==> src/hdl/status_pkg.sv <==
// constants and types of the status byte and service request block
// Summary of operation
// - service request enable register, read and write
// - enable position 6 ignored for requests
// - enabled status bit rising raises request
// - status byte returned on query or poll
// - position 1 carries device state summary
// - position 2 set while error queue nonempty
// - position 3 is questionable summary
// - position 4 set when message available
// - position 5 is standard event summary
// - position 6 is master summary
// - position 7 is operation summary
// - flag ORs status bits masked by poll enable
// - poll enable writable, flag reported
// - condition live, event latched since read
// - sensor attach and error positions
// - sensor front zero, rear one
// - position 14 key held or pressed
// - position 15 always zero
// - rising edge sets event if rise filter
// - falling edge sets event if fall filter
// - event read returns and clears
// - summary is OR of enabled events
package status_pkg;
   localparam int STB_W = 8;
   localparam int DEV_W = 16;
   // status byte positions
   localparam int POS_DEV  = 1;
   localparam int POS_ERRQ = 2;
   localparam int POS_QUES = 3;
   localparam int POS_MAV  = 4;
   localparam int POS_ESB  = 5;
   localparam int POS_MSS  = 6;
   localparam int POS_OPER = 7;
   // device state positions
   localparam int DPOS_KEY = 14;
   localparam logic [15:0] DEV_USED_MASK = 16'h5ffe;
   localparam logic [15:0] DEV_RISE_RST  = 16'h7fff;
   localparam logic [15:0] DEV_FALL_RST  = 16'h0000;
   localparam logic [15:0] DEV_EN_RST    = 16'h0000;
   localparam logic [7:0]  SRE_RST       = 8'h00;
   localparam logic [7:0]  PPE_RST       = 8'h00;
   localparam logic [7:0]  SRE_USED_MASK = 8'hbf;
   localparam logic [7:0]  STB_USED_MASK = 8'hfe;
   typedef logic [3:0] sensor_vec_t;
endpackage

==> src/hdl/event_reg_if.sv <==
// carrier between the status top and its event register stage
`timescale 1ns/1ps
interface event_reg_if #(parameter int W = 16);
   logic [W-1:0] cond;
   logic [W-1:0] rise_filter;
   logic [W-1:0] fall_filter;
   logic [W-1:0] enable;
   logic         read_clear;
   logic [W-1:0] event_bits;
   logic         summary;
   modport owner (output cond, rise_filter, fall_filter, enable,
                  read_clear, input event_bits, summary);
   modport stage (input cond, rise_filter, fall_filter, enable,
                  read_clear, output event_bits, summary);
endinterface

==> src/hdl/event_reg.sv <==
// transition filtered event register with summary
`timescale 1ns/1ps
module event_reg #(
   parameter int W = 16
) (
   input wire logic core_clk,
   input wire logic sys_rst,
   event_reg_if.stage bus
);
   logic [W-1:0] cond_q;
   logic [W-1:0] next_event;

   always_ff @(posedge core_clk or posedge sys_rst) begin
      if (sys_rst) begin
         cond_q <= '0;
      end else begin
         cond_q <= bus.cond;
      end
   end

   always_comb begin
      // read clears, but an edge in the same cycle still lands
      next_event = bus.read_clear ? '0 : bus.event_bits;
      next_event = next_event | (bus.cond & ~cond_q & bus.rise_filter);
      next_event = next_event | (~bus.cond & cond_q & bus.fall_filter);
   end

   always_ff @(posedge core_clk or posedge sys_rst) begin
      if (sys_rst) begin
         bus.event_bits <= '0;
      end else begin
         bus.event_bits <= next_event;
      end
   end

   assign bus.summary = |(bus.event_bits & bus.enable);
endmodule // event_reg

==> src/hdl/status_byte_service_request.sv <==
// status byte, service request, individual flag and device state register
`timescale 1ns/1ps
module status_byte_service_request
   import status_pkg::*;
(
   input  wire logic                     core_clk,
   input  wire logic                     sys_rst,
   // lower-level summaries and queue flags
   input  wire logic                     error_queue_nonempty,
   input  wire logic                     error_queue_push,
   input  wire logic                     message_available,
   input  wire logic                     questionable_summary,
   input  wire logic                     standard_event_summary,
   input  wire logic                     operation_summary,
   // live device states
   input  wire status_pkg::sensor_vec_t  sensor_attached,
   input  wire status_pkg::sensor_vec_t  sensor_error,
   input  wire status_pkg::sensor_vec_t  sensor_rear,
   input  wire logic                     key_held,
   // controller accesses from the command parser
   input  wire logic                     sre_write,
   input  wire logic [7:0]               sre_wdata,
   input  wire logic                     ppe_write,
   input  wire logic [7:0]               ppe_wdata,
   input  wire logic                     dev_enable_write,
   input  wire logic                     dev_rise_write,
   input  wire logic                     dev_fall_write,
   input  wire logic [15:0]              dev_wdata,
   input  wire logic                     dev_event_read,
   // readback
   output logic      [7:0]               status_summary_byte,
   output logic      [7:0]               service_request_enable,
   output logic      [7:0]               parallel_poll_enable,
   output logic                          individual_status_flag,
   output logic      [15:0]              dev_condition,
   output logic      [15:0]              dev_event_rdata,
   output logic      [15:0]              dev_enable,
   output logic      [15:0]              dev_rise_filter,
   output logic      [15:0]              dev_fall_filter,
   output logic                          service_request
);
   import status_pkg::*;

   event_reg_if #(.W(DEV_W)) dev_if ();

   logic [15:0] next_cond;
   logic [7:0]  next_stb;
   logic [7:0]  stb_q;
   logic        master_summary;
   logic        srq_cause;

   //--------------------------------------------------
   // device state register
   //--------------------------------------------------
   always_comb begin
      next_cond = '0;
      next_cond[1]  = sensor_attached[0];
      next_cond[2]  = sensor_attached[1];
      next_cond[7]  = sensor_attached[2];
      next_cond[8]  = sensor_attached[3];
      next_cond[3]  = sensor_error[0];
      next_cond[4]  = sensor_error[1];
      next_cond[9]  = sensor_error[2];
      next_cond[10] = sensor_error[3];
      next_cond[5]  = sensor_rear[0];
      next_cond[6]  = sensor_rear[1];
      next_cond[11] = sensor_rear[2];
      next_cond[12] = sensor_rear[3];
      next_cond[DPOS_KEY] = key_held;
      next_cond = next_cond & DEV_USED_MASK;
   end

   always_ff @(posedge core_clk or posedge sys_rst) begin
      if (sys_rst) begin
         dev_condition <= '0;
      end else begin
         dev_condition <= next_cond;
      end
   end

   always_ff @(posedge core_clk or posedge sys_rst) begin
      if (sys_rst) begin
         dev_enable      <= DEV_EN_RST;
         dev_rise_filter <= DEV_RISE_RST;
         dev_fall_filter <= DEV_FALL_RST;
      end else begin
         if (dev_enable_write) begin
            dev_enable <= dev_wdata & DEV_USED_MASK;
         end
         if (dev_rise_write) begin
            dev_rise_filter <= dev_wdata & DEV_USED_MASK;
         end
         if (dev_fall_write) begin
            dev_fall_filter <= dev_wdata & DEV_USED_MASK;
         end
      end
   end

   assign dev_if.cond        = dev_condition;
   assign dev_if.rise_filter = dev_rise_filter;
   assign dev_if.fall_filter = dev_fall_filter;
   assign dev_if.enable      = dev_enable;
   assign dev_if.read_clear  = dev_event_read;
   // key pressed latched in event part
   assign dev_event_rdata    = dev_if.event_bits;

   event_reg #(.W(DEV_W)) u_dev_event (
      .core_clk (core_clk),
      .sys_rst  (sys_rst),
      .bus      (dev_if)
   );

   //--------------------------------------------------
   // enable registers
   //--------------------------------------------------
   // service request enable
   always_ff @(posedge core_clk or posedge sys_rst) begin
      if (sys_rst) begin
         service_request_enable <= SRE_RST;
      end else if (sre_write) begin
         service_request_enable <= sre_wdata;
      end
   end

   always_ff @(posedge core_clk or posedge sys_rst) begin
      if (sys_rst) begin
         parallel_poll_enable <= PPE_RST;
      end else if (ppe_write) begin
         parallel_poll_enable <= ppe_wdata;
      end
   end

   //--------------------------------------------------
   // status byte
   //--------------------------------------------------
   always_comb begin
      next_stb = '0;
      next_stb[POS_DEV]  = dev_if.summary;
      next_stb[POS_ERRQ] = error_queue_nonempty;
      next_stb[POS_QUES] = questionable_summary;
      next_stb[POS_MAV]  = message_available;
      next_stb[POS_ESB]  = standard_event_summary;
      next_stb[POS_OPER] = operation_summary;
      next_stb = next_stb & STB_USED_MASK;
      // master summary, enable bit 6 ignored
      master_summary = |(next_stb & service_request_enable & SRE_USED_MASK);
      next_stb[POS_MSS] = master_summary;
   end

   // rising enabled bit; every new error entry requests again while position 2 is enabled
   assign srq_cause = |((next_stb & ~stb_q) & service_request_enable
                        & SRE_USED_MASK)
                      | (error_queue_push & service_request_enable[POS_ERRQ]);

   always_ff @(posedge core_clk or posedge sys_rst) begin
      if (sys_rst) begin
         stb_q <= '0;
      end else begin
         stb_q <= next_stb;
      end
   end

   // current byte for query and serial poll
   assign status_summary_byte = stb_q;

   // request raised on edge, held until nothing enabled remains
   always_ff @(posedge core_clk or posedge sys_rst) begin
      if (sys_rst) begin
         service_request <= 1'b0;
      end else if (srq_cause) begin
         service_request <= 1'b1;
      end else if (!master_summary) begin
         service_request <= 1'b0;
      end
   end

   always_ff @(posedge core_clk or posedge sys_rst) begin
      if (sys_rst) begin
         individual_status_flag <= 1'b0;
      end else begin
         individual_status_flag <= |(next_stb & parallel_poll_enable);
      end
   end
endmodule // status_byte_service_request

==> config.mk <==
export PLATFORM = sky130hd
export DESIGN_NAME = status_byte_service_request
export DESIGN_NICKNAME = d
export VERILOG_FILES = /design/src/hdl/status_pkg.sv /design/src/hdl/event_reg_if.sv /design/src/hdl/event_reg.sv /design/src/hdl/status_byte_service_request.sv
export SDC_FILE = /design/constraint.sdc
export NUM_CORES = 1
export LEC_CHECK = 0
export BUFFER_PORTS_ARGS = -buffer_cell sky130_fd_sc_hd__buf_2
export CORE_MARGIN = 2
export CORE_UTILIZATION = 45
export CTS_CLUSTER_SIZE = 30
export DETAILED_ROUTE_END_ITERATION = 12
export GPL_ROUTABILITY_DRIVEN = 0
export PLACE_DENSITY = 0.83
export SYNTH_ARGS = -nofsm -noshare
export SYNTH_HDL_FRONTEND = slang
export SYNTH_HIERARCHICAL = 1
export SYNTH_SLANG_ARGS = --single-unit
export TNS_END_PERCENT = 10
==> constraint.sdc <==
create_clock -name core_clk -period 2.8 [get_ports core_clk]
set_input_delay 0.56 -clock core_clk [delete_from_list [all_inputs] [get_ports core_clk]]
set_output_delay 0.56 -clock core_clk [all_outputs]
set_load 0.05 [all_outputs]
# After elaboration in Yosys (flattened, before gate mapping)
# Index checks and enable logic that the tools add are counted.
[word_totals]
register_bits = 108
input_bits = 59
out_inout_bits = 106
wordCells = 35
[op_classes]
n_eq_ne = 1
muxes = 3
n_bitwise = 16
reduce_logical = 4
[op_table]
columns = ["operator", "n"]
rows = [
  ["16-bit by 15-bit AND with 16-bit output", 4],
  ["8-bit AND", 4],
  ["15-bit inverter with 16-bit output", 2],
  ["16-bit bitwise OR", 2],
  ["15-bit by 16-bit AND with 16-bit output", 1],
  ["16-bit 2-to-1 mux", 1],
  ["16-bit OR reduction", 1],
  ["7-bit OR reduction", 2],
  ["8-bit inverter", 1],
  ["8-bit OR reduction", 1],
  ["1-bit 2-to-1 mux", 2],
  ["2-bit by 1-bit != test with 1-bit output, second input constant", 1],
  ["1-bit AND", 1],
  ["1-bit bitwise OR", 1],
]

# Longest topological paths before layout
# Gate-level depths: netlist of run 1.
[logic_depth]
word_depth = 9
mapped_depth = 6
mapped_depth_nobuf = 6

# By module
# Netlist of run 1, hierarchy kept.
[modules_own_cells]
columns = ["mod", "n_inst", "cells_each", "area_per_inst_um2", "seq_area_each_um2"]
rows = [
  ["status_byte_service_request", 1, 171, 2851.5, 1969.4],
  ["event_reg", 1, 107, 1310.0, 800.8],
]

# Worst setup path after synthesis of run 1
# Ideal clock, no wire load.
[synth_timing]
kind = "register to register"
start = "reg dev_enable[5]"
end = "reg service_request"
setup_ns = 0.129
arrival_ns = 1.796
required_time_ns = 2.671
setup_slack_ns = 0.875
path_stages_with_launch = 7
n_path_buf = 0
period_less_slack_ns = 1.925
path_cell_list = "dfrtp_1 a22o_1 a221oi_2 nand4_1 nand2_1 nand4_2 a2111o_1"
[synth_between]
elab_cells_between_ends = 10
cone_classes = "eq/ne: 1; mux: 1; bitwise: 5; reduce/logical: 3"
[synth_lines]
columns = ["item", "line_no", "text"]
rows = [
  ["start, declared", "status_byte_service_request.sv:37", "output logic [15:0] dev_enable,"],
  ["start signal, assigned", "status_byte_service_request.sv:88", "dev_enable <= dev_wdata & DEV_USED_MASK;"],
  ["16-bit by 15-bit AND with 16-bit output", "event_reg.sv:36", "assign bus.summary = |(bus.event_bits & bus.enable);"],
  ["16-bit OR reduction", "event_reg.sv:36", ""],
  ["net dev_if.summary", "event_reg_if.sv:10", "logic summary;"],
  ["8-bit AND", "status_byte_service_request.sv:146", "master_summary = |(next_stb & service_request_enable & SRE_USED_MASK);"],
  ["7-bit OR reduction", "status_byte_service_request.sv:146", ""],
  ["net master_summary", "status_byte_service_request.sv:49", "logic master_summary;"],
  ["2-bit by 1-bit != test with 1-bit output (no source line)", "n/a", ""],
  ["end signal, assigned", "status_byte_service_request.sv:169", "service_request <= 1'b0;"],
  ["end signal, assigned", "status_byte_service_request.sv:171", "service_request <= 1'b1;"],
  ["end signal, assigned", "status_byte_service_request.sv:173", "service_request <= 1'b0;"],
  ["end, declared", "status_byte_service_request.sv:40", "output logic service_request"],
]
# The timed path passes the listed nets, and every way through them passes these cells.
# A chain may end at the register's enable or synchronous reset.

# Final worst setup path of run 1
# Same ends and word-level chain as after synthesis.

==> results of run 1 <==
-- final cells by class --
| cell class | count | area share |
|---|---|---|
| clock buffers | 9 | 0.02340 |
| clock inverters | 7 | 0.01938 |
| inverters | 3 | 0.002364 |
| multi-input cells | 173 | 0.2569 |
| flip-flops and latches | 110 | 0.5233 |
| well taps | 111 | 0.02623 |
| repair buffers | 153 | 0.1484 |
-- flip-flops by register name, summed over array words and instances (netlist names) --
name,flops
dev_condition,13
dev_enable,13
dev_fall_filter,13
dev_rise_filter,14
individual_status_flag,1
parallel_poll_enable,8
service_request,1
service_request_enable,8
status_summary_byte,7
u_dev_event/bus.event_bits,16
u_dev_event/cond_q,16
-- final timing paths --
kind	slack (ps)	startpoint	cells after the start	to
setup / recovery	790	dev_enable[5]$_DFFE_PP0P_	6	service_request$_DFFE_PP0P_
hold / removal	250	sys_rst	2	dev_enable[6]$_DFFE_PP0P_
setup reg to reg	790	dev_enable[5]$_DFFE_PP0P_	6	service_request$_DFFE_PP0P_
hold reg to reg	430	dev_condition[1]$_DFF_PP0_	0	u_dev_event/cond_q[1]$_DFF_PP0_
max in group asynchronous	1810	sys_rst	3	dev_rise_filter[1]$_DFFE_PP1P_
min in group core_clk	280	sensor_attached[3]	1	dev_condition[8]$_DFF_PP0_
-- power breakdown --
group	internal [W]	switching, W
Clock	0.000448	0.000584
Combinational	0.000249	0.000691
Sequential	0.00174	0.000113
-- Yosys cell counts (2+ instances only) --
library cell   n
buf_4         12
o211ai_1      15
dfrtp_1       96
mux2_2        55
a22oi_2        2
inv_1          3
nand3b_1      17
a22oi_1        3
o221ai_1       2
buf_2          4
nand2_1       20
clkbuf_1       2
nor2b_1        2
nand2b_1      15
a221oi_2       4
dfstp_2       14
a22o_1         4
-- cells by family (layout without fill, tap and decap cells) --
logic type             Yosys count  count (layout)  synth area share
buffers and inverters           21             172           0.03097
other                            1              27         0.0009011
AO/OA/AOI/OAI                   34              34           0.07366
AND/OR/NAND/NOR                 57              57           0.07997
multiplexers                    55              55            0.1488
flip-flops                     110             110            0.6657
-- through the flow --
step,hold slack [ps],cell area [um^2],utilization
global placement,394.9,5067,0.5563
floorplan,457.0,4259,-
global route,259.8,5294,0.5812
detailed placement,402.8,5067,0.5563
finish,245.7,5294,0.5812
CTS,255.3,5294,0.5812
-- layer usage --
layer	part of all wire	vias up	GRT usage
met4	0.0089	0	0.05690
met2	0.50	135	0.3289
met5	0	-	0
met3	0.089	8	0.06128
met1	0.40	1378	0.2207
li1	-	1306	-
==> impl_metrics.tcl, run 1 <==
set metrics [dict create \
    outcome "completed" \
    fin_tns_setup_ps 0 \
    grt_usage 0.1880 \
    setup_viol 0 \
    antenna_left 0 \
    clock_sinks 110 \
    ys_seq_area_frac 0.6657 \
    fin_crit_sh 0.7168 \
    yosysUniqueCellTypes 25 \
    final_cell_mix "buf_2, dfrtp_1, mux2_2, conb_1, nand2_1" \
    slowest_stage "a2111o_1" \
    routed_wl_um 9323 \
    port_buffers 150 \
    p_leak_nw 2.497 \
    grt_first_pass_wirelength_um 14430 \
    fin_nets 509 \
    rsz0062_at_grt "no" \
    cts_buffer_depth 2 \
    io_pins 165 \
    p_per_area_nw_per_um2 722.9 \
    cts_made_buffers 9 \
    cap_violations 0 \
    antenna_cells 0 \
    seq_area_um2 2770 \
    finClkSkew_ps 16.29 \
    drc 0 \
    cts_root_buf "clkbuf_8" \
    die_area_um2 10030 \
    area_growth_syn_to_layout_pct 27.21 \
    avgSynthCellArea_um2 14.97 \
    arrival_ps 2250 \
    drive_gt1_frac 0.5429 \
    nFillCells 738 \
    synth_edf_count 0 \
    min_path_type "primary input to async pin" \
    period_minus_slack_ps 2007 \
    critPathBufInv 0 \
    multi_input_area_um2 1360 \
    clock_latency_ps 370 \
    num_vias 2827 \
    synth_top_area_share 0.5773 \
    slew_headroom 0.5440 \
    setup_slack_ps 793.0 \
    cts_htree_levels 3 \
    slowest_delay_ps 430 \
    endpoint_kind "register" \
    ys_ff_latch 110 \
    async_reset_ff_frac 1.000 \
    tightest_slew_ps 683.3 \
    antenna_found_initial 0 \
    maxSlewViolCount 0 \
    cts_resized 0 \
    fmax_mhz 498.3 \
    synth_ff_type "dfrtp_1" \
    wl_per_cell_um 16.47 \
    ys_warn_count 6 \
    core.rowCount 35 \
    path_cells "a22o_1 -> a221oi_2 -> nand4_1 -> nand2_1 -> nand4_2 -> a2111o_1" \
    cp_max_fo 3 \
    core_um2 9109 \
    via_per_inst 4.995 \
    yosysTopAreaCell "dfrtp_1" \
    place_ws_ps 801.9 \
    ctsHoldBuffers 0 \
    post_cts_buffers 0 \
    die_x_um 100.2 \
    worst-setup-path-type "register to register" \
    drtIter0Drc 51 \
    cts_tree "yes" \
    grt_max_degree 36 \
    synth_cells 278 \
    overflow 0 \
    die_h_um 100.2 \
    grt_pass1_vias 2905 \
    placed_cells 550 \
    crit_family "compound AO/OA/AOI/OAI gates" \
    start_kind "register" \
    final_common_cell "buf_2" \
    path_clk_slew_ps 120 \
    ir_worst_vdd_mv 0.3920 \
    drt_pass1_iterations 4 \
    netlist_area_um2 4161 \
    required_ps 3040 \
    power.total_w 0.003827 \
    stdcell_count 566 \
    hpwl_um 7157 \
    synthTopCellsByArea "dfrtp_1, mux2_2, dfstp_2" \
    start_util 0.4569 \
    final_hold_viol_count 0 \
]
(Power assumes the default switching activity.)
==> run 2, diff against run 1 <==
Clock period 2.8 ns to 2 ns, I/O delays scaled along.
==> run 2 against run 1 <==
Compared with the run above: via count is 0.60% higher; total power is 38% higher; flip-flop and latch count stayed put; hold slack worse by 130 ps; global-route usage is 0.27 points higher; clock-buffer cell count stayed put; maximum frequency is 5.5% higher; combinational power is 41% higher; sequential share of layout area hardly changed; register-to-register slack worse by 700 ps; wire length is 1.6% higher; highest routed layer unchanged.
==> impl_metrics.tcl, run 2 (synthesized netlist as in run 1, its figures left out) <==
set metrics [dict create \
    outcome "completed" \
    drive_gt1_frac 0.5480 \
    cts_buffer_depth 2 \
    wl_met3_um 905 \
    final_hold_viol_count 0 \
    core_um2 9109 \
    hpwl_um 7121 \
    top_regs "u_dev_event/bus.event_bits x16, u_dev_event/cond_q x16, dev_rise_filter x14" \
    maxSlewViolCount 0 \
    place_ws_ps 50.70 \
    timing.hold.ws_ps 114.5 \
    routed_wl_um 9469 \
    wl_met1_um 3766 \
    finClkSkew_ps 13.96 \
    clock_sinks 110 \
    endpoint_kind "register" \
    die_area_um2 10030 \
    clock_latency_ps 360 \
    num_vias 2844 \
    required_ps 2240 \
    fin_crit_sh 0.9511 \
    die_x_um 100.2 \
    rr_worst_depth 6 \
    min_path_type "primary input to async pin" \
    via_per_inst 4.998 \
    slew_headroom 0.5831 \
    critPathBufInv 0 \
    slowest_delay_ps 410 \
    drc 0 \
    area_growth_syn_to_layout_pct 27.33 \
    ir_worst_vdd_mv 0.5851 \
    final_common_cell "buf_2" \
    start_util 0.4569 \
    io_pins 165 \
    overflow 0 \
    port_buffers 150 \
    wl_met2_um 4659 \
    p_per_area_nw_per_um2 999.0 \
    path_clk_slew_ps 100 \
    period_minus_slack_ps 1902 \
    cts_root_buf "clkbuf_8" \
    ctsHoldBuffers 0 \
    core.rowCount 35 \
    path_cells "a22o_1 -> a221oi_2 -> nand4_1 -> nand2_2 -> nand4_2 -> a2111o_1" \
    antenna_cells 0 \
    cap_violations 0 \
    final_cell_mix "buf_2, dfrtp_1, mux2_2, conb_1, nand2_1" \
    worstReg2RegStart "u_dev_event/bus.event_bits[4]$_DFF_PP0_" \
    wl_per_cell_um 16.64 \
    tightest_slew_ps 624.1 \
    setup_slack_ps 97.80 \
    crit_family "compound AO/OA/AOI/OAI gates" \
    slowest_stage "dfrtp_1" \
    antenna_left 0 \
    highest_layer "met4" \
    fmax_mhz 525.7 \
    grt_first_pass_wirelength_um 14460 \
    utilization 0.5817 \
    p_sw_frac 0.3591 \
    grt_max_degree 33 \
    fin_tns_setup_ps 0 \
    start_kind "register" \
    p_leak_nw 2.495 \
    drt_pass1_iterations 4 \
    arrival_ps 2140 \
    p_switching_w 0.001901 \
    setup_viol 0 \
    power.total_w 0.005294 \
    fin_nets 512 \
    grt_usage 0.1907 \
    reg2reg_slack_ps 100 \
    antenna_found_initial 0 \
    p_int_w 0.003392 \
    drtIter0Drc 91 \
    grt_pass1_vias 2940 \
    pwr-share-seq 0.490 \
    power_frac_clock 0.259 \
    cp_max_fo 3 \
    cts_tree "yes" \
    worst-setup-path-type "register to register" \
    die_h_um 100.2 \
    comb_power_share 0.251 \
    cts_htree_levels 3 \
    reg2reg_to "service_request$_DFFE_PP0P_" \
    cts_made_buffers 9 \
]
==> run 2: changes by cell type in the layout (fill, tap and decap cells not counted), sizes merged <==
cell and change:
clkinv -1, clkinvlp +2, buf +3, inv -1
==> run 2: metrics by stage <==
step,cells,cell area [um^2]
3_3_place_gp,551,5077
2_1_floorplan,304,4263
4_1_cts,567,5281
5_1_grt,569,5299
3_5_place_dp,551,5077
6_report,569,5299
==> run 2: worst max path at each step <==
stage / depth (start not counted) / endpoint / start
4_1_cts: 6 / service_request$_DFFE_PP0P_ / dev_enable[5]$_DFFE_PP0P_
6_report: 6 / service_request$_DFFE_PP0P_ / u_dev_event/bus.event_bits[4]$_DFF_PP0_
5_1_grt: 6 / service_request$_DFFE_PP0P_ / u_dev_event/bus.event_bits[4]$_DFF_PP0_
3_5_place_dp: 6 / service_request$_DFFE_PP0P_ / dev_enable[5]$_DFFE_PP0P_
3_3_place_gp: 6 / service_request$_DFFE_PP0P_ / dev_enable[5]$_DFFE_PP0P_
2_1_floorplan: 6 / service_request$_DFFE_PP0P_ / dev_enable[5]$_DFFE_PP0P_
==> run 2: layer usage <==
layer / up-vias / global-route usage
met1: 1375 / 0.2181
met2: 148 / 0.3314
met4: 0 / 0.06849
met3: 13 / 0.06685
li1: 1308 / -
met5: - / 0
==> run 2: cell type report <==
cell class | instances | area [um^2]
fill | 761 | 3810
sequential | 110 | 2770
multi-input combinational | 173 | 1363
timing repair buffer | 156 | 808.3
tap | 111 | 138.9
clock buffer | 9 | 123.9
clock inverter | 7 | 80.08
inverter | 3 | 15.01
==> run 2: worst register-to-register path: cells and delay by family (launching register included) <==
kind / cells / cell delay (ps)
AOI/OAI and AO/OA: 3 / 860
and+or+nand+nor: 3 / 520
DFF: 1 / 410
==> run 2: power by group through the flow <==
| stage | clock network, W | logic, W | registers [W] |
|---|---|---|---|
| 5_1_grt | 0.00151 | 0.00140 | 0.00263 |
| 3_5_place_dp | 0 | 0.00133 | 0.00264 |
| 6_report | 0.00137 | 0.00133 | 0.00259 |
| 3_3_place_gp | 0 | 0.00132 | 0.00262 |
| 2_1_floorplan | 0 | 0.000352 | 0.00326 |
| 4_1_cts | 0.00142 | 0.00133 | 0.00260 |
==> run 2: timing repair <==
item,CTS,global route
endpoints found under the setup margin,0,1
resized for setup,0,1
buffers inserted,0,2
hold endpoints to repair,0,0
